==> config.mk <==
export PLATFORM = sky130hd
export DESIGN_NAME = aei_event_irq
export DESIGN_NICKNAME = d
export VERILOG_FILES = /design/src/shared/aei_pkg.sv /design/src/hdl/aei_sync.sv /design/src/hdl/aei_key_class.sv /design/src/hdl/aei_event_irq.sv
export VERILOG_INCLUDE_DIRS = /design/src /design/src/shared
export SDC_FILE = /design/constraint.sdc
export NUM_CORES = 1
export LEC_CHECK = 0
export BUFFER_PORTS_ARGS = -buffer_cell sky130_fd_sc_hd__buf_2
export CORE_UTILIZATION = 50
export DETAILED_ROUTE_END_ITERATION = 8
export PLACE_DENSITY = 0.73
export SYNTH_ARGS = -nofsm -noshare
export SYNTH_HDL_FRONTEND = slang
export SYNTH_HIERARCHICAL = 1
export SYNTH_SLANG_ARGS = --single-unit
==> constraint.sdc <==
create_clock -name sys_clk -period 8.6 [get_ports sys_clk]
set_input_delay 1.29 -clock sys_clk [delete_from_list [all_inputs] [get_ports sys_clk]]
set_output_delay 1.29 -clock sys_clk [all_outputs]
set_load 0.01 [all_outputs]
==> src/shared/aei_consts.svh <==
// Register offsets, field positions, reset values and timing counts
`ifndef AEI_CONSTS_SVH
`define AEI_CONSTS_SVH
`define AEI_OFS_CTRL 8'h02
`define AEI_OFS_EVA 8'h03
`define AEI_OFS_EVB 8'h04
`define AEI_OFS_MSKA 8'h05
`define AEI_OFS_MSKB 8'h06
`define AEI_OFS_IDCODE 8'h07
`define AEI_OFS_KTA 8'h08
`define AEI_OFS_KTB 8'h09
`define AEI_OFS_KINDA 8'h0a
`define AEI_OFS_KINDB 8'h0b
`define AEI_OFS_BTNA 8'h0c
`define AEI_OFS_BTNB 8'h0d
`define AEI_OFS_CARKIT 8'h0e
`define AEI_OFS_SWA 8'h13
`define AEI_OFS_SWB 8'h14
`define AEI_RST_CTRL 8'h1f
`define AEI_RST_MASK 8'h00
`define AEI_RST_KTA 8'h00
`define AEI_RST_KTB 8'h00
`define AEI_RST_SW 8'h00
`define AEI_CTRL_GMASK 0
`define AEI_CTRL_MANUAL 2
`define AEI_SWB_CHGDET 0
`define AEI_SWB_JIG 1
`define AEI_SWB_BOOT 2
`define AEI_EVA_ATTACH 0
`define AEI_EVA_DETACH 1
`define AEI_EVA_KEY 2
`define AEI_EVA_LKEY 3
`define AEI_EVA_LKEYREL 4
`define AEI_EVA_OVP 5
`define AEI_EVA_OCP 6
`define AEI_EVA_RECOV 7
`define AEI_EVB_RSVACC 0
`define AEI_EVB_ADCCHG 1
`define AEI_EVB_STUCK 2
`define AEI_EVB_STUCKREC 3
`define AEI_ID_OPEN 5'h1f
`define AEI_DCD_NS 10000
`define AEI_DCD_CYC ((`AEI_DCD_NS + 24) / 25)
`define AEI_UNMASK_NS 10000
`define AEI_UNMASK_CYC ((`AEI_UNMASK_NS + 24) / 25)
`define AEI_TICK_CYC 16'd4000
`endif

==> src/shared/aei_pkg.sv <==
// Types of the accessory event interrupt logic
`default_nettype none
package aei_pkg;
    typedef enum logic [1:0] {KEY_IDLE, KEY_DOWN, KEY_LONG, KEY_STUCK} aei_key_t;
    typedef enum logic [1:0] {CHG_IDLE, CHG_DCD, CHG_TYPE, CHG_DONE} aei_chg_t;
endpackage
`default_nettype wire

==> src/hdl/aei_sync.sv <==
// Three-stage input synchroniser with agreement filter
`timescale 1ns/1ps
`default_nettype none
module aei_sync (
    input wire logic sys_clk,
    input wire logic sys_rst,
    input wire logic din,
    output logic dout
);
    typedef struct packed {
        logic s1;
        logic s2;
        logic s3;
        logic q;
    } aei_sync_t;
    aei_sync_t st_r;
    aei_sync_t st_nxt;
    always_comb
    begin
        st_nxt = st_r;
        st_nxt.s1 = din;
        st_nxt.s2 = st_r.s1;
        st_nxt.s3 = st_r.s2;
        if (st_r.s2 == st_r.s3)
        begin
            st_nxt.q = st_r.s3;
        end
    end
    always_ff @(posedge sys_clk or posedge sys_rst)
    begin
        if (sys_rst)
        begin
            st_r <= '0;
        end
        else
        begin
            st_r <= st_nxt;
        end
    end
    assign dout = st_r.q;
endmodule
`default_nettype wire

==> src/hdl/aei_key_class.sv <==
// Remote key press classifier: press, long press, stuck key
`timescale 1ns/1ps
`default_nettype none
module aei_key_class (
    input wire logic sys_clk,
    input wire logic sys_rst,
    input wire logic tick,
    input wire logic keyDown,
    input wire logic [7:0] longTicks,
    input wire logic [7:0] stuckTicks,
    output logic evPress,
    output logic evLong,
    output logic evLongRel,
    output logic evStuck,
    output logic evStuckRec
);
    typedef struct packed {
        aei_pkg::aei_key_t state;
        logic [7:0] cnt;
        logic [4:0] ev;
    } aei_kc_t;
    aei_kc_t st_r;
    aei_kc_t st_nxt;
    always_comb
    begin
        st_nxt = st_r;
        st_nxt.ev = 5'h00;
        case (st_r.state)
            aei_pkg::KEY_IDLE:
            begin
                st_nxt.cnt = 8'h00;
                if (keyDown)
                begin
                    st_nxt.state = aei_pkg::KEY_DOWN;
                end
            end
            aei_pkg::KEY_DOWN:
            begin
                if (!keyDown)
                begin
                    st_nxt.ev[0] = 1'b1;
                    st_nxt.state = aei_pkg::KEY_IDLE;
                end
                else if (tick)
                begin
                    st_nxt.cnt = st_r.cnt + 8'h01;
                    if (st_r.cnt + 8'h01 >= longTicks)
                    begin
                        st_nxt.ev[1] = 1'b1;
                        st_nxt.state = aei_pkg::KEY_LONG;
                        st_nxt.cnt = 8'h00;
                    end
                end
            end
            aei_pkg::KEY_LONG:
            begin
                if (!keyDown)
                begin
                    st_nxt.ev[2] = 1'b1;
                    st_nxt.state = aei_pkg::KEY_IDLE;
                end
                else if (tick)
                begin
                    st_nxt.cnt = st_r.cnt + 8'h01;
                    if (st_r.cnt + 8'h01 >= stuckTicks)
                    begin
                        st_nxt.ev[3] = 1'b1;
                        st_nxt.state = aei_pkg::KEY_STUCK;
                    end
                end
            end
            aei_pkg::KEY_STUCK:
            begin
                if (!keyDown)
                begin
                    st_nxt.ev[4] = 1'b1;
                    st_nxt.state = aei_pkg::KEY_IDLE;
                end
            end
            default:
            begin
                st_nxt.state = aei_pkg::KEY_IDLE;
            end
        endcase
    end
    always_ff @(posedge sys_clk or posedge sys_rst)
    begin
        if (sys_rst)
        begin
            st_r <= '{state: aei_pkg::KEY_IDLE, cnt: 8'h00, ev: 5'h00};
        end
        else
        begin
            st_r <= st_nxt;
        end
    end
    assign evPress = st_r.ev[0];
    assign evLong = st_r.ev[1];
    assign evLongRel = st_r.ev[2];
    assign evStuck = st_r.ev[3];
    assign evStuckRec = st_r.ev[4];
endmodule
`default_nettype wire

==> src/hdl/aei_event_irq.sv <==
// Accessory event and interrupt logic top level
`timescale 1ns/1ps
`default_nettype none
`include "aei_consts.svh"
module aei_event_irq (
    input wire logic sys_clk,
    input wire logic sys_rst,
    input wire logic [7:0] regAddr,
    input wire logic [7:0] regWrData,
    input wire logic regWr,
    input wire logic regRd,
    output logic [7:0] regRdData,
    input wire logic detValid,
    input wire logic [4:0] idCode,
    input wire logic [7:0] kindA,
    input wire logic [7:0] kindB,
    input wire logic [7:0] carKit,
    input wire logic [15:0] buttons,
    input wire logic keyDownPin,
    input wire logic connector_power_in,
    input wire logic overVoltPin,
    input wire logic overCurrPin,
    input wire logic dataContactPin,
    input wire logic usbChargerPin,
    output logic irq_out_n,
    output logic charger_found_n,
    output logic supplyConnect,
    output logic charger_power_out,
    output logic factory_fixture_out,
    output logic bootOut,
    output logic [7:0] switchSel
);
    // ------------------------------------------------
    // State
    // ------------------------------------------------
    typedef struct packed {
        logic [7:0] ctrl;
        logic [7:0] evA;
        logic [7:0] evB;
        logic [7:0] mskA;
        logic [7:0] mskB;
        logic [4:0] idc;
        logic [7:0] ktA;
        logic [7:0] ktB;
        logic [7:0] kA;
        logic [7:0] kB;
        logic [15:0] btn;
        logic [7:0] ck;
        logic [7:0] swA;
        logic [7:0] swB;
        logic [7:0] rd;
        logic ovp;
        logic ocp;
        logic pend;
        logic irqN;
        logic chgN;
        logic sup;
        logic cpo;
        logic fix;
        logic boot;
        logic [7:0] sel;
        logic [15:0] unmCnt;
        logic [15:0] dcdCnt;
        logic [15:0] tickCnt;
        logic tick;
        logic attached;
        aei_pkg::aei_chg_t chg;
    } aei_top_t;
    aei_top_t st_r;
    aei_top_t st_nxt;
    logic keySync;
    logic ovSync;
    logic ocSync;
    logic dcSync;
    logic usbSync;
    logic vinSync;
    logic kPress;
    logic kLong;
    logic kLongRel;
    logic kStuck;
    logic kStuckRec;
    logic [7:0] setA;
    logic [7:0] setB;
    logic anyEv;
    // ------------------------------------------------
    // Pin synchronisers
    // ------------------------------------------------
    aei_sync uSyncKey (.sys_clk(sys_clk), .sys_rst(sys_rst), .din(keyDownPin), .dout(keySync));
    aei_sync uSyncOv (.sys_clk(sys_clk), .sys_rst(sys_rst), .din(overVoltPin), .dout(ovSync));
    aei_sync uSyncOc (.sys_clk(sys_clk), .sys_rst(sys_rst), .din(overCurrPin), .dout(ocSync));
    aei_sync uSyncDc (.sys_clk(sys_clk), .sys_rst(sys_rst), .din(dataContactPin), .dout(dcSync));
    aei_sync uSyncUsb (.sys_clk(sys_clk), .sys_rst(sys_rst), .din(usbChargerPin), .dout(usbSync));
    aei_sync uSyncVin (.sys_clk(sys_clk), .sys_rst(sys_rst), .din(connector_power_in),
        .dout(vinSync));
    aei_key_class uKey (
        .sys_clk(sys_clk),
        .sys_rst(sys_rst),
        .tick(st_r.tick),
        .keyDown(keySync),
        .longTicks(st_r.ktA),
        .stuckTicks(st_r.ktB),
        .evPress(kPress),
        .evLong(kLong),
        .evLongRel(kLongRel),
        .evStuck(kStuck),
        .evStuckRec(kStuckRec)
    );
    // ------------------------------------------------
    // Next state
    // ------------------------------------------------
    always_comb
    begin
        st_nxt = st_r;
        setA = 8'h00;
        setB = 8'h00;
        // Key timing tick
        st_nxt.tick = 1'b0;
        if (st_r.tickCnt == `AEI_TICK_CYC - 16'd1)
        begin
            st_nxt.tickCnt = 16'd0;
            st_nxt.tick = 1'b1;
        end
        else
        begin
            st_nxt.tickCnt = st_r.tickCnt + 16'd1;
        end
        // Detection results
        if (detValid)
        begin
            st_nxt.idc = idCode;
            st_nxt.kA = kindA;
            st_nxt.ck = carKit;
            st_nxt.kB = kindB;
            st_nxt.btn = buttons;
            if (idCode != st_r.idc)
            begin
                setB[`AEI_EVB_ADCCHG] = 1'b1;
            end
            if (idCode == `AEI_ID_OPEN && !vinSync)
            begin
                setA[`AEI_EVA_DETACH] = st_r.attached;
                st_nxt.attached = 1'b0;
            end
            else
            begin
                setA[`AEI_EVA_ATTACH] = !st_r.attached;
                st_nxt.attached = 1'b1;
                if (idCode >= 5'h0e && idCode <= 5'h12)
                begin
                    setB[`AEI_EVB_RSVACC] = 1'b1;
                end
            end
        end
        // Charger detection with data contact detection
        case (st_r.chg)
            aei_pkg::CHG_IDLE:
            begin
                st_nxt.dcdCnt = 16'd0;
                st_nxt.chgN = 1'b1;
                if (vinSync)
                begin
                    st_nxt.chg = aei_pkg::CHG_DCD;
                end
            end
            aei_pkg::CHG_DCD:
            begin
                if (!vinSync)
                begin
                    st_nxt.chg = aei_pkg::CHG_IDLE;
                end
                else if (dcSync || st_r.dcdCnt == 16'(`AEI_DCD_CYC))
                begin
                    st_nxt.chg = aei_pkg::CHG_TYPE;
                end
                else
                begin
                    st_nxt.dcdCnt = st_r.dcdCnt + 16'd1;
                end
            end
            aei_pkg::CHG_TYPE:
            begin
                st_nxt.chg = aei_pkg::CHG_DONE;
                st_nxt.chgN = !usbSync;
            end
            aei_pkg::CHG_DONE:
            begin
                if (!vinSync)
                begin
                    st_nxt.chg = aei_pkg::CHG_IDLE;
                end
            end
            default:
            begin
                st_nxt.chg = aei_pkg::CHG_IDLE;
            end
        endcase
        // Protection
        st_nxt.ovp = ovSync;
        st_nxt.ocp = ocSync && vinSync;
        if (ovSync && !st_r.ovp)
        begin
            setA[`AEI_EVA_OVP] = 1'b1;
        end
        if (ocSync && vinSync && !st_r.ocp)
        begin
            setA[`AEI_EVA_OCP] = 1'b1;
        end
        // Keys
        setA[`AEI_EVA_KEY] = kPress;
        setA[`AEI_EVA_LKEY] = kLong;
        setA[`AEI_EVA_LKEYREL] = kLongRel;
        setB[`AEI_EVB_STUCK] = kStuck;
        setB[`AEI_EVB_STUCKREC] = kStuckRec;
        // Read data and read-clear
        st_nxt.rd = 8'h00;
        if (regRd)
        begin
            case (regAddr)
                `AEI_OFS_CTRL: st_nxt.rd = st_r.ctrl;
                `AEI_OFS_EVA: st_nxt.rd = st_r.evA;
                `AEI_OFS_EVB: st_nxt.rd = st_r.evB;
                `AEI_OFS_MSKA: st_nxt.rd = st_r.mskA;
                `AEI_OFS_MSKB: st_nxt.rd = st_r.mskB;
                `AEI_OFS_IDCODE: st_nxt.rd = {3'h0, st_r.idc};
                `AEI_OFS_KTA: st_nxt.rd = st_r.ktA;
                `AEI_OFS_KTB: st_nxt.rd = st_r.ktB;
                `AEI_OFS_KINDA: st_nxt.rd = st_r.kA;
                `AEI_OFS_KINDB: st_nxt.rd = st_r.kB;
                `AEI_OFS_BTNA: st_nxt.rd = st_r.btn[7:0];
                `AEI_OFS_BTNB: st_nxt.rd = st_r.btn[15:8];
                `AEI_OFS_CARKIT: st_nxt.rd = st_r.ck;
                `AEI_OFS_SWA: st_nxt.rd = st_r.swA;
                `AEI_OFS_SWB: st_nxt.rd = st_r.swB;
                default: st_nxt.rd = 8'h00;
            endcase
            if (regAddr == `AEI_OFS_EVA)
            begin
                st_nxt.evA = 8'h00;
            end
            if (regAddr == `AEI_OFS_EVB)
            begin
                st_nxt.evB = 8'h00;
            end
        end
        // Fault removal clears fault flags, sets recovery
        if ((!ovSync && st_r.ovp) || (!st_nxt.ocp && st_r.ocp))
        begin
            st_nxt.evA[`AEI_EVA_OVP] = 1'b0;
            st_nxt.evA[`AEI_EVA_OCP] = 1'b0;
            setA[`AEI_EVA_RECOV] = 1'b1;
        end
        // Set wins over read clear
        st_nxt.evA = st_nxt.evA | (setA & ~st_r.mskA);
        st_nxt.evB = st_nxt.evB | (setB & ~st_r.mskB);
        anyEv = |(setA & ~st_r.mskA) || |(setB & ~st_r.mskB);
        // Register writes
        if (regWr)
        begin
            case (regAddr)
                `AEI_OFS_CTRL: st_nxt.ctrl = regWrData;
                `AEI_OFS_MSKA: st_nxt.mskA = regWrData;
                `AEI_OFS_MSKB: st_nxt.mskB = regWrData;
                `AEI_OFS_KTA: st_nxt.ktA = regWrData;
                `AEI_OFS_KTB: st_nxt.ktB = regWrData;
                `AEI_OFS_SWA: st_nxt.swA = regWrData;
                `AEI_OFS_SWB: st_nxt.swB = regWrData;
                default: st_nxt.ctrl = st_nxt.ctrl;
            endcase
        end
        // Interrupt line
        if (st_r.ctrl[`AEI_CTRL_GMASK])
        begin
            if (anyEv)
            begin
                st_nxt.pend = 1'b1;
            end
            if (!st_nxt.ctrl[`AEI_CTRL_GMASK])
            begin
                st_nxt.irqN = !(st_r.pend || anyEv);
                st_nxt.unmCnt = (st_r.pend || anyEv) ? 16'(`AEI_UNMASK_CYC) : 16'd0;
                st_nxt.pend = 1'b0;
            end
            else if (st_r.irqN == 1'b0 && regWr && regAddr == `AEI_OFS_CTRL)
            begin
                st_nxt.irqN = 1'b0;
            end
            else if (st_r.irqN)
            begin
                st_nxt.irqN = 1'b1;
            end
        end
        else
        begin
            if (st_r.unmCnt != 16'd0)
            begin
                st_nxt.unmCnt = st_r.unmCnt - 16'd1;
                if (st_r.unmCnt == 16'd1 && st_r.evA == 8'h00)
                begin
                    st_nxt.irqN = 1'b1;
                end
            end
            if (anyEv)
            begin
                st_nxt.irqN = 1'b0;
            end
            else if (regRd && regAddr == `AEI_OFS_EVA && st_r.unmCnt == 16'd0)
            begin
                st_nxt.irqN = 1'b1;
            end
            if (st_nxt.ctrl[`AEI_CTRL_GMASK])
            begin
                st_nxt.irqN = 1'b1;
                st_nxt.pend = 1'b0;
            end
        end
        // Switch configuration
        if (st_r.ctrl[`AEI_CTRL_MANUAL])
        begin
            st_nxt.sel = st_r.swA;
            st_nxt.fix = st_r.swB[`AEI_SWB_JIG];
            st_nxt.boot = st_r.swB[`AEI_SWB_BOOT];
            st_nxt.chgN = !st_r.swB[`AEI_SWB_CHGDET];
        end
        else
        begin
            st_nxt.sel = {3'h0, st_r.idc};
            st_nxt.fix = (st_r.idc >= 5'h18 && st_r.idc <= 5'h1d);
            st_nxt.boot = st_r.idc[0] && st_nxt.fix;
        end
        st_nxt.sup = vinSync && !ovSync;
        st_nxt.cpo = vinSync && !ovSync && !st_nxt.ocp;
    end
    // ------------------------------------------------
    // Registers
    // ------------------------------------------------
    always_ff @(posedge sys_clk or posedge sys_rst)
    begin
        if (sys_rst)
        begin
            st_r <= '0;
            st_r.ctrl <= `AEI_RST_CTRL;
            st_r.mskA <= `AEI_RST_MASK;
            st_r.mskB <= `AEI_RST_MASK;
            st_r.ktA <= `AEI_RST_KTA;
            st_r.ktB <= `AEI_RST_KTB;
            st_r.swA <= `AEI_RST_SW;
            st_r.swB <= `AEI_RST_SW;
            st_r.idc <= `AEI_ID_OPEN;
            st_r.irqN <= 1'b0;
            st_r.chgN <= 1'b1;
            st_r.chg <= aei_pkg::CHG_IDLE;
        end
        else
        begin
            st_r <= st_nxt;
        end
    end
    assign regRdData = st_r.rd;
    assign irq_out_n = st_r.irqN;
    assign charger_found_n = st_r.chgN;
    assign supplyConnect = st_r.sup;
    assign charger_power_out = st_r.cpo;
    assign factory_fixture_out = st_r.fix;
    assign bootOut = st_r.boot;
    assign switchSel = st_r.sel;
endmodule
`default_nettype wire

# After elaboration in Yosys (flattened, before gate mapping)
# Cells that the tools add are included.
[totals]
register_bits = 233
latch_bits = 0
ram_bits = 0
mem_bits_ro = 0
inputBits = 72
out_inout_bits = 22
wordCells = 251
mem_count = 0
[op_classes]
add_sub_neg = 4
n_mul = 0
div = 0
n_lt_le_gt_ge = 6
n_eq_ne = 49
shifts = 0
mux = 69
bitwise = 7
reduce_logical = 57
[ops]
columns = ["operator", "n"]
rows = [
  ["$pmux W8 S15", 1],
  ["$mux W16", 7],
  ["$eq A8 B4 Y1 const B", 7],
  ["$mux W10", 4],
  ["$mux W8", 5],
  ["$add A16 B1 Y16 const B", 2],
  ["$eq A8 B3 Y1 const B", 4],
  ["$mux W2", 16],
  ["$pmux W16 S2", 1],
  ["$mux W1", 30],
  ["$pmux W8 S3", 1],
  ["$reduce_and A2 Y1", 10],
  ["$ne A2 B2 Y1 const B", 9],
  ["$eq A16 B1 Y1 const B", 1],
  ["$eq A16 B12 Y1 const B", 1],
  ["$eq A16 B9 Y1 const B", 1],
  ["$eq A8 B2 Y1 const B", 2],
  ["$eq A8 B5 Y1 const B", 2],
  ["$ge A8 B8 Y1", 2],
  ["$logic_and A1 B1 Y1", 16],
  ["$logic_not A16 Y1", 1],
  ["$not A8 Y8", 2],
  ["$or A8 B8 Y8", 2],
  ["$pmux W2 S4", 2],
  ["other kinds (30)", 63],
]

# Depth between registers and ports, before layout
[logic_depth]
ltp_word = 12
mapped_depth = 11
ltp_nobuf = 11

# By module
# The synthesis kept the hierarchy.
[by_module_without_submodules]
columns = ["module", "n_inst", "cells_each", "area_per_inst_um2", "seq_area_each_um2"]
rows = [
  ["aei_event_irq", 1, 845, 9218.8, 4768.3],
  ["aei_key_class", 1, 145, 1229.9, 375.4],
  ["aei_sync", 6, 6, 115.1, 100.1],
]

# Worst setup path after synthesis
# Ideal clock, no wire load.
[synth_path]
path_type = "input -> register"
from = "input port regAddr[3]"
to = "register st_r[86] in the netlist's numbering"
setup_ns = 0.125
arrival_time_ns = 2.783
t_required_ns = 8.475
slack_ns = 5.693
stages = 6
n_path_buf = 2
cell_sequence = "or3_1 clkbuf_1 nor3b_2 and3_1 buf_2 mux2_2"
[synth_via]
elab_chain_len = 2
[synth_lines]
columns = ["item", "line_no", "rtl"]
rows = [
  ["from (decl)", "aei_event_irq.sv:8", "input wire logic [7:0] regAddr,"],
  ["$eq A8 B5 Y1", "aei_event_irq.sv:259", "case (regAddr)"],
  ["$reduce_and A2 Y1 (no source line)", "n/a", ""],
  ["to (signal assigned)", "aei_event_irq.sv:355", "st_r <= st_nxt;"],
  ["to (decl)", "aei_event_irq.sv:69", "aei_top_t st_r;"],
]
# Every way passes these cells.
# A chain may end at the register's enable or synchronous reset.

# Final worst setup path
[layout_path]
from = "input port regAddr[0]"
to = "register st_r[139] in the netlist's numbering"
[layout_via]
elab_chain_len = 2
[layout_lines]
columns = ["item", "line_no"]
rows = [
  ["$eq A8 B4 Y1", "aei_event_irq.sv:259"],
  ["$reduce_and A2 Y1 (no source line)", "n/a"],
]
# Every way passes these cells.

==> metrics.txt <==
Post-synth ARST share=100%; Cell Area, Synth=11100 um^2; fin crit period=3.31 ns; post-detail-place hpwl=17.8 mm; Remaining DRCs=0; Startpoint Class=primary input; Final Hold Vio Count=0; CTS tree=built; core area=21800 um^2; syn nets=1125; Synth top area share=49.0%; row count=54; Critical Path RT=9.00 ns; setup violators final=0; cell breakdown of the critical path=buf_2 -> nor2b_1 -> and3_1 -> mux2_2; Slowest cell on crit path=nor2b_1; register area=5740 um^2; GRT Residual Overflow=0; Min-Delay Path Class=reg -> reg; DRT Wirelength=25.2 mm; Worst R2R Path Depth=11; final worst slack=5.29 ns; DR pass1 iterations=5; Worst VDD drop=0.188 mV; clk_lat worst skew=0.53 ns; Initial DRC Count=543; maximum buffer depth of the clock tree=3; hold depth=0; CP Capture Point=st_r[139]$_DFFE_PP0P_; largest fanout on the critical path=39; Leak Pwr=5.69 nW; Synth area leaders=dfrtp_1 49%, mux2_2 11%, ha_1 3.0%; antenna viol nets, final=0; Starting Density=51.0%; slowest stage delay, CP=0.90 ns; die area=22900 um^2; area of the multi-input gates=4920 um^2; Reg-to-Reg Start=uKey/st_r[5]$_DFFE_PP0P_; routed via count=8009; Design Area, Final=12600 um^2; pwr dens=224 nW/um^2; number of post-CTS setup repair buffers=0; Max Slew Vio Count=0; syn avg cell area=10.9 um^2; placed cell area=11700 um^2; placed cells=1343; routed length per instance=18.2 um; dpl ws=4.83 ns; Crit path buffers/inverters=1; Sink Count=229; root buffer cell=clkbuf_16; Die H=151 um; R2R Setup Slk=5.73 ns; Syn Inst Count=1026; final cell count without fillers=1387; Slew HR=31.5%; sequential fraction of the synthesis area=51.6%; synth cell count leaders=218 x dfrtp_1, 107 x mux2_2, 89 x nand2_1, 67 x nor2_1, 46 x inv_1; WP data arrival=3.71 ns; Routability Congestion=0.924; Ys Warns=6; synth unique cells=69; number of global-route vias before repair=7839; I/O pin total=94; Yosys top cell by area=dfrtp_1; status=completed; antenna cells=0; Max Fclk=302 MHz; fill count=1805; max_cap viols=0; Worst setup startpoint=regAddr[0]; Tcrit/Tclk final=38.5%; Worst-path clk slew=0.06 ns; routed vias/inst=5.77; Crit Path Class=in -> reg; most frequent cell after synthesis=dfrtp_1; layout cells sized above 1=25.2%; ys flop type=dfrtp_1; FF-to-FF End=uKey/st_r[13]$_DFFE_PP0P_; pin slew with the least headroom to its limit=1.03 ns; initial antenna violation count=0; CP delay by family, top=simple AND/OR/NAND/NOR gates; H-tree depth=1; total stage count of the critical path=4; Tot GR Track Use=23.3%; first-pass GRT wire length=41.7 mm; port bufs=93; Synth Register Bits=229; Total Power=2.82 mW; Area Growth Syn to Fin=12.9%; largest net degree at the start of global routing=112; critical path endpoint category=register; number of synthesized flops with an enable pin=0; clock skew=0.0255 ns; Num CTS Buffers=25; Final #Nets=1189; Setup Total Neg Slack=0 ns; RSZ-0062 raised after global routing=no; Post-CTS Hold Buffers=0; Die X=151 um; post_cts resized=0
metal layers:
| metal | global-route usage [%] | wire [um] |
|---|---|---|
| met1 | 33.9 | 11400 |
| met4 | 6.90 | 603 |
| met5 | 0 | 0 |
| met2 | 35.4 | 11600 |
| met3 | 4.07 | 1620 |
layout by cell type (no fill, tap or decap), types with 11 or more instances in the layout:
master	instances
nor2_1	67
a21o_1	11
nand2_1	89
and3_1	14
xor2_1	23
buf_2	93
a22oi_1	13
nor2b_1	24
a21oi_1	22
o21ai_0	44
dfrtp_1	218
mux2_2	107
dfstp_2	11
nor3_1	22
mux2i_1	12
a31oi_1	14
nand3_1	31
inv_1	45
clkbuf_16	25
ha_1	27
xnor2_1	17
registers in the layout, summed over array words and instances, names as in the netlist, 2 cells and up, named ones only:
signal,count
uSyncOc/st_nxt,2
uSyncVin/st_nxt,2
st_r,167
regRdData,8
uSyncKey/st_nxt,2
uKey/st_r,10
uSyncDc/st_nxt,2
uSyncOv/st_nxt,2
uSyncUsb/st_nxt,2
switchSel,8
worst reg2reg max path, delay by kind of cell, from the launching register on:
kind | cells | cell delay [ns]
AND/OR/NAND/NOR | 5 | 1.07
AO/OA/AOI/OAI | 3 | 0.70
XOR/XNOR | 1 | 0.15
flip-flops | 1 | 0.47
buffers and inverters | 1 | 0.08
adder cells (fa/ha/maj) | 1 | 0.29
worst min path at each step:
stage                            startpoint                      endpoint
2_1_floorplan   uSyncDc/st_nxt[2]$_DFF_PP0_   uSyncDc/st_nxt[1]$_DFF_PP0_
3_3_place_gp    uSyncDc/st_nxt[2]$_DFF_PP0_   uSyncDc/st_nxt[1]$_DFF_PP0_
3_5_place_dp    uSyncDc/st_nxt[2]$_DFF_PP0_   uSyncDc/st_nxt[1]$_DFF_PP0_
4_1_cts        uSyncUsb/st_nxt[2]$_DFF_PP0_  uSyncUsb/st_nxt[1]$_DFF_PP0_
5_1_grt        uSyncKey/st_nxt[2]$_DFF_PP0_  uSyncKey/st_nxt[1]$_DFF_PP0_
6_report       uSyncUsb/st_nxt[2]$_DFF_PP0_  uSyncUsb/st_nxt[1]$_DFF_PP0_
where the power goes:
group          internal (mW)  switching, mW
Sequential              1.18         0.0997
Combinational          0.177          0.227
Clock                  0.711          0.428
Total                   2.06          0.754
metrics by stage:
stage / hold slack, ns / util [%]
3_5_place_dp: 0.338 / 53.6
3_3_place_gp: 0.333 / 53.6
6_report: 0.349 / 57.6
4_1_cts: 0.347 / 57.6
2_1_floorplan: 0.331 / -
5_1_grt: 0.367 / 57.6
final cells by class:
cell class	count	area share [%]
clock buffers	35	5.83
flip-flops and latches	229	45.7
repair buffers	98	4.00
well taps	280	2.79
inverters	46	1.43
clock inverters	9	1.20
multi-input cells	690	39.1
logic make-up after synthesis:
family | count (synthesis) | synth area share [%]
muxes | 119 | 11.9
AOI/OAI and AO/OA | 174 | 10.6
buffers and inverters | 107 | 4.30
xor gates and xnor gates | 40 | 3.14
DFF | 229 | 51.6
and+or+nand+nor | 324 | 14.9
adders and majority gates | 33 | 3.64
Power figures use the tool's default switching activity.
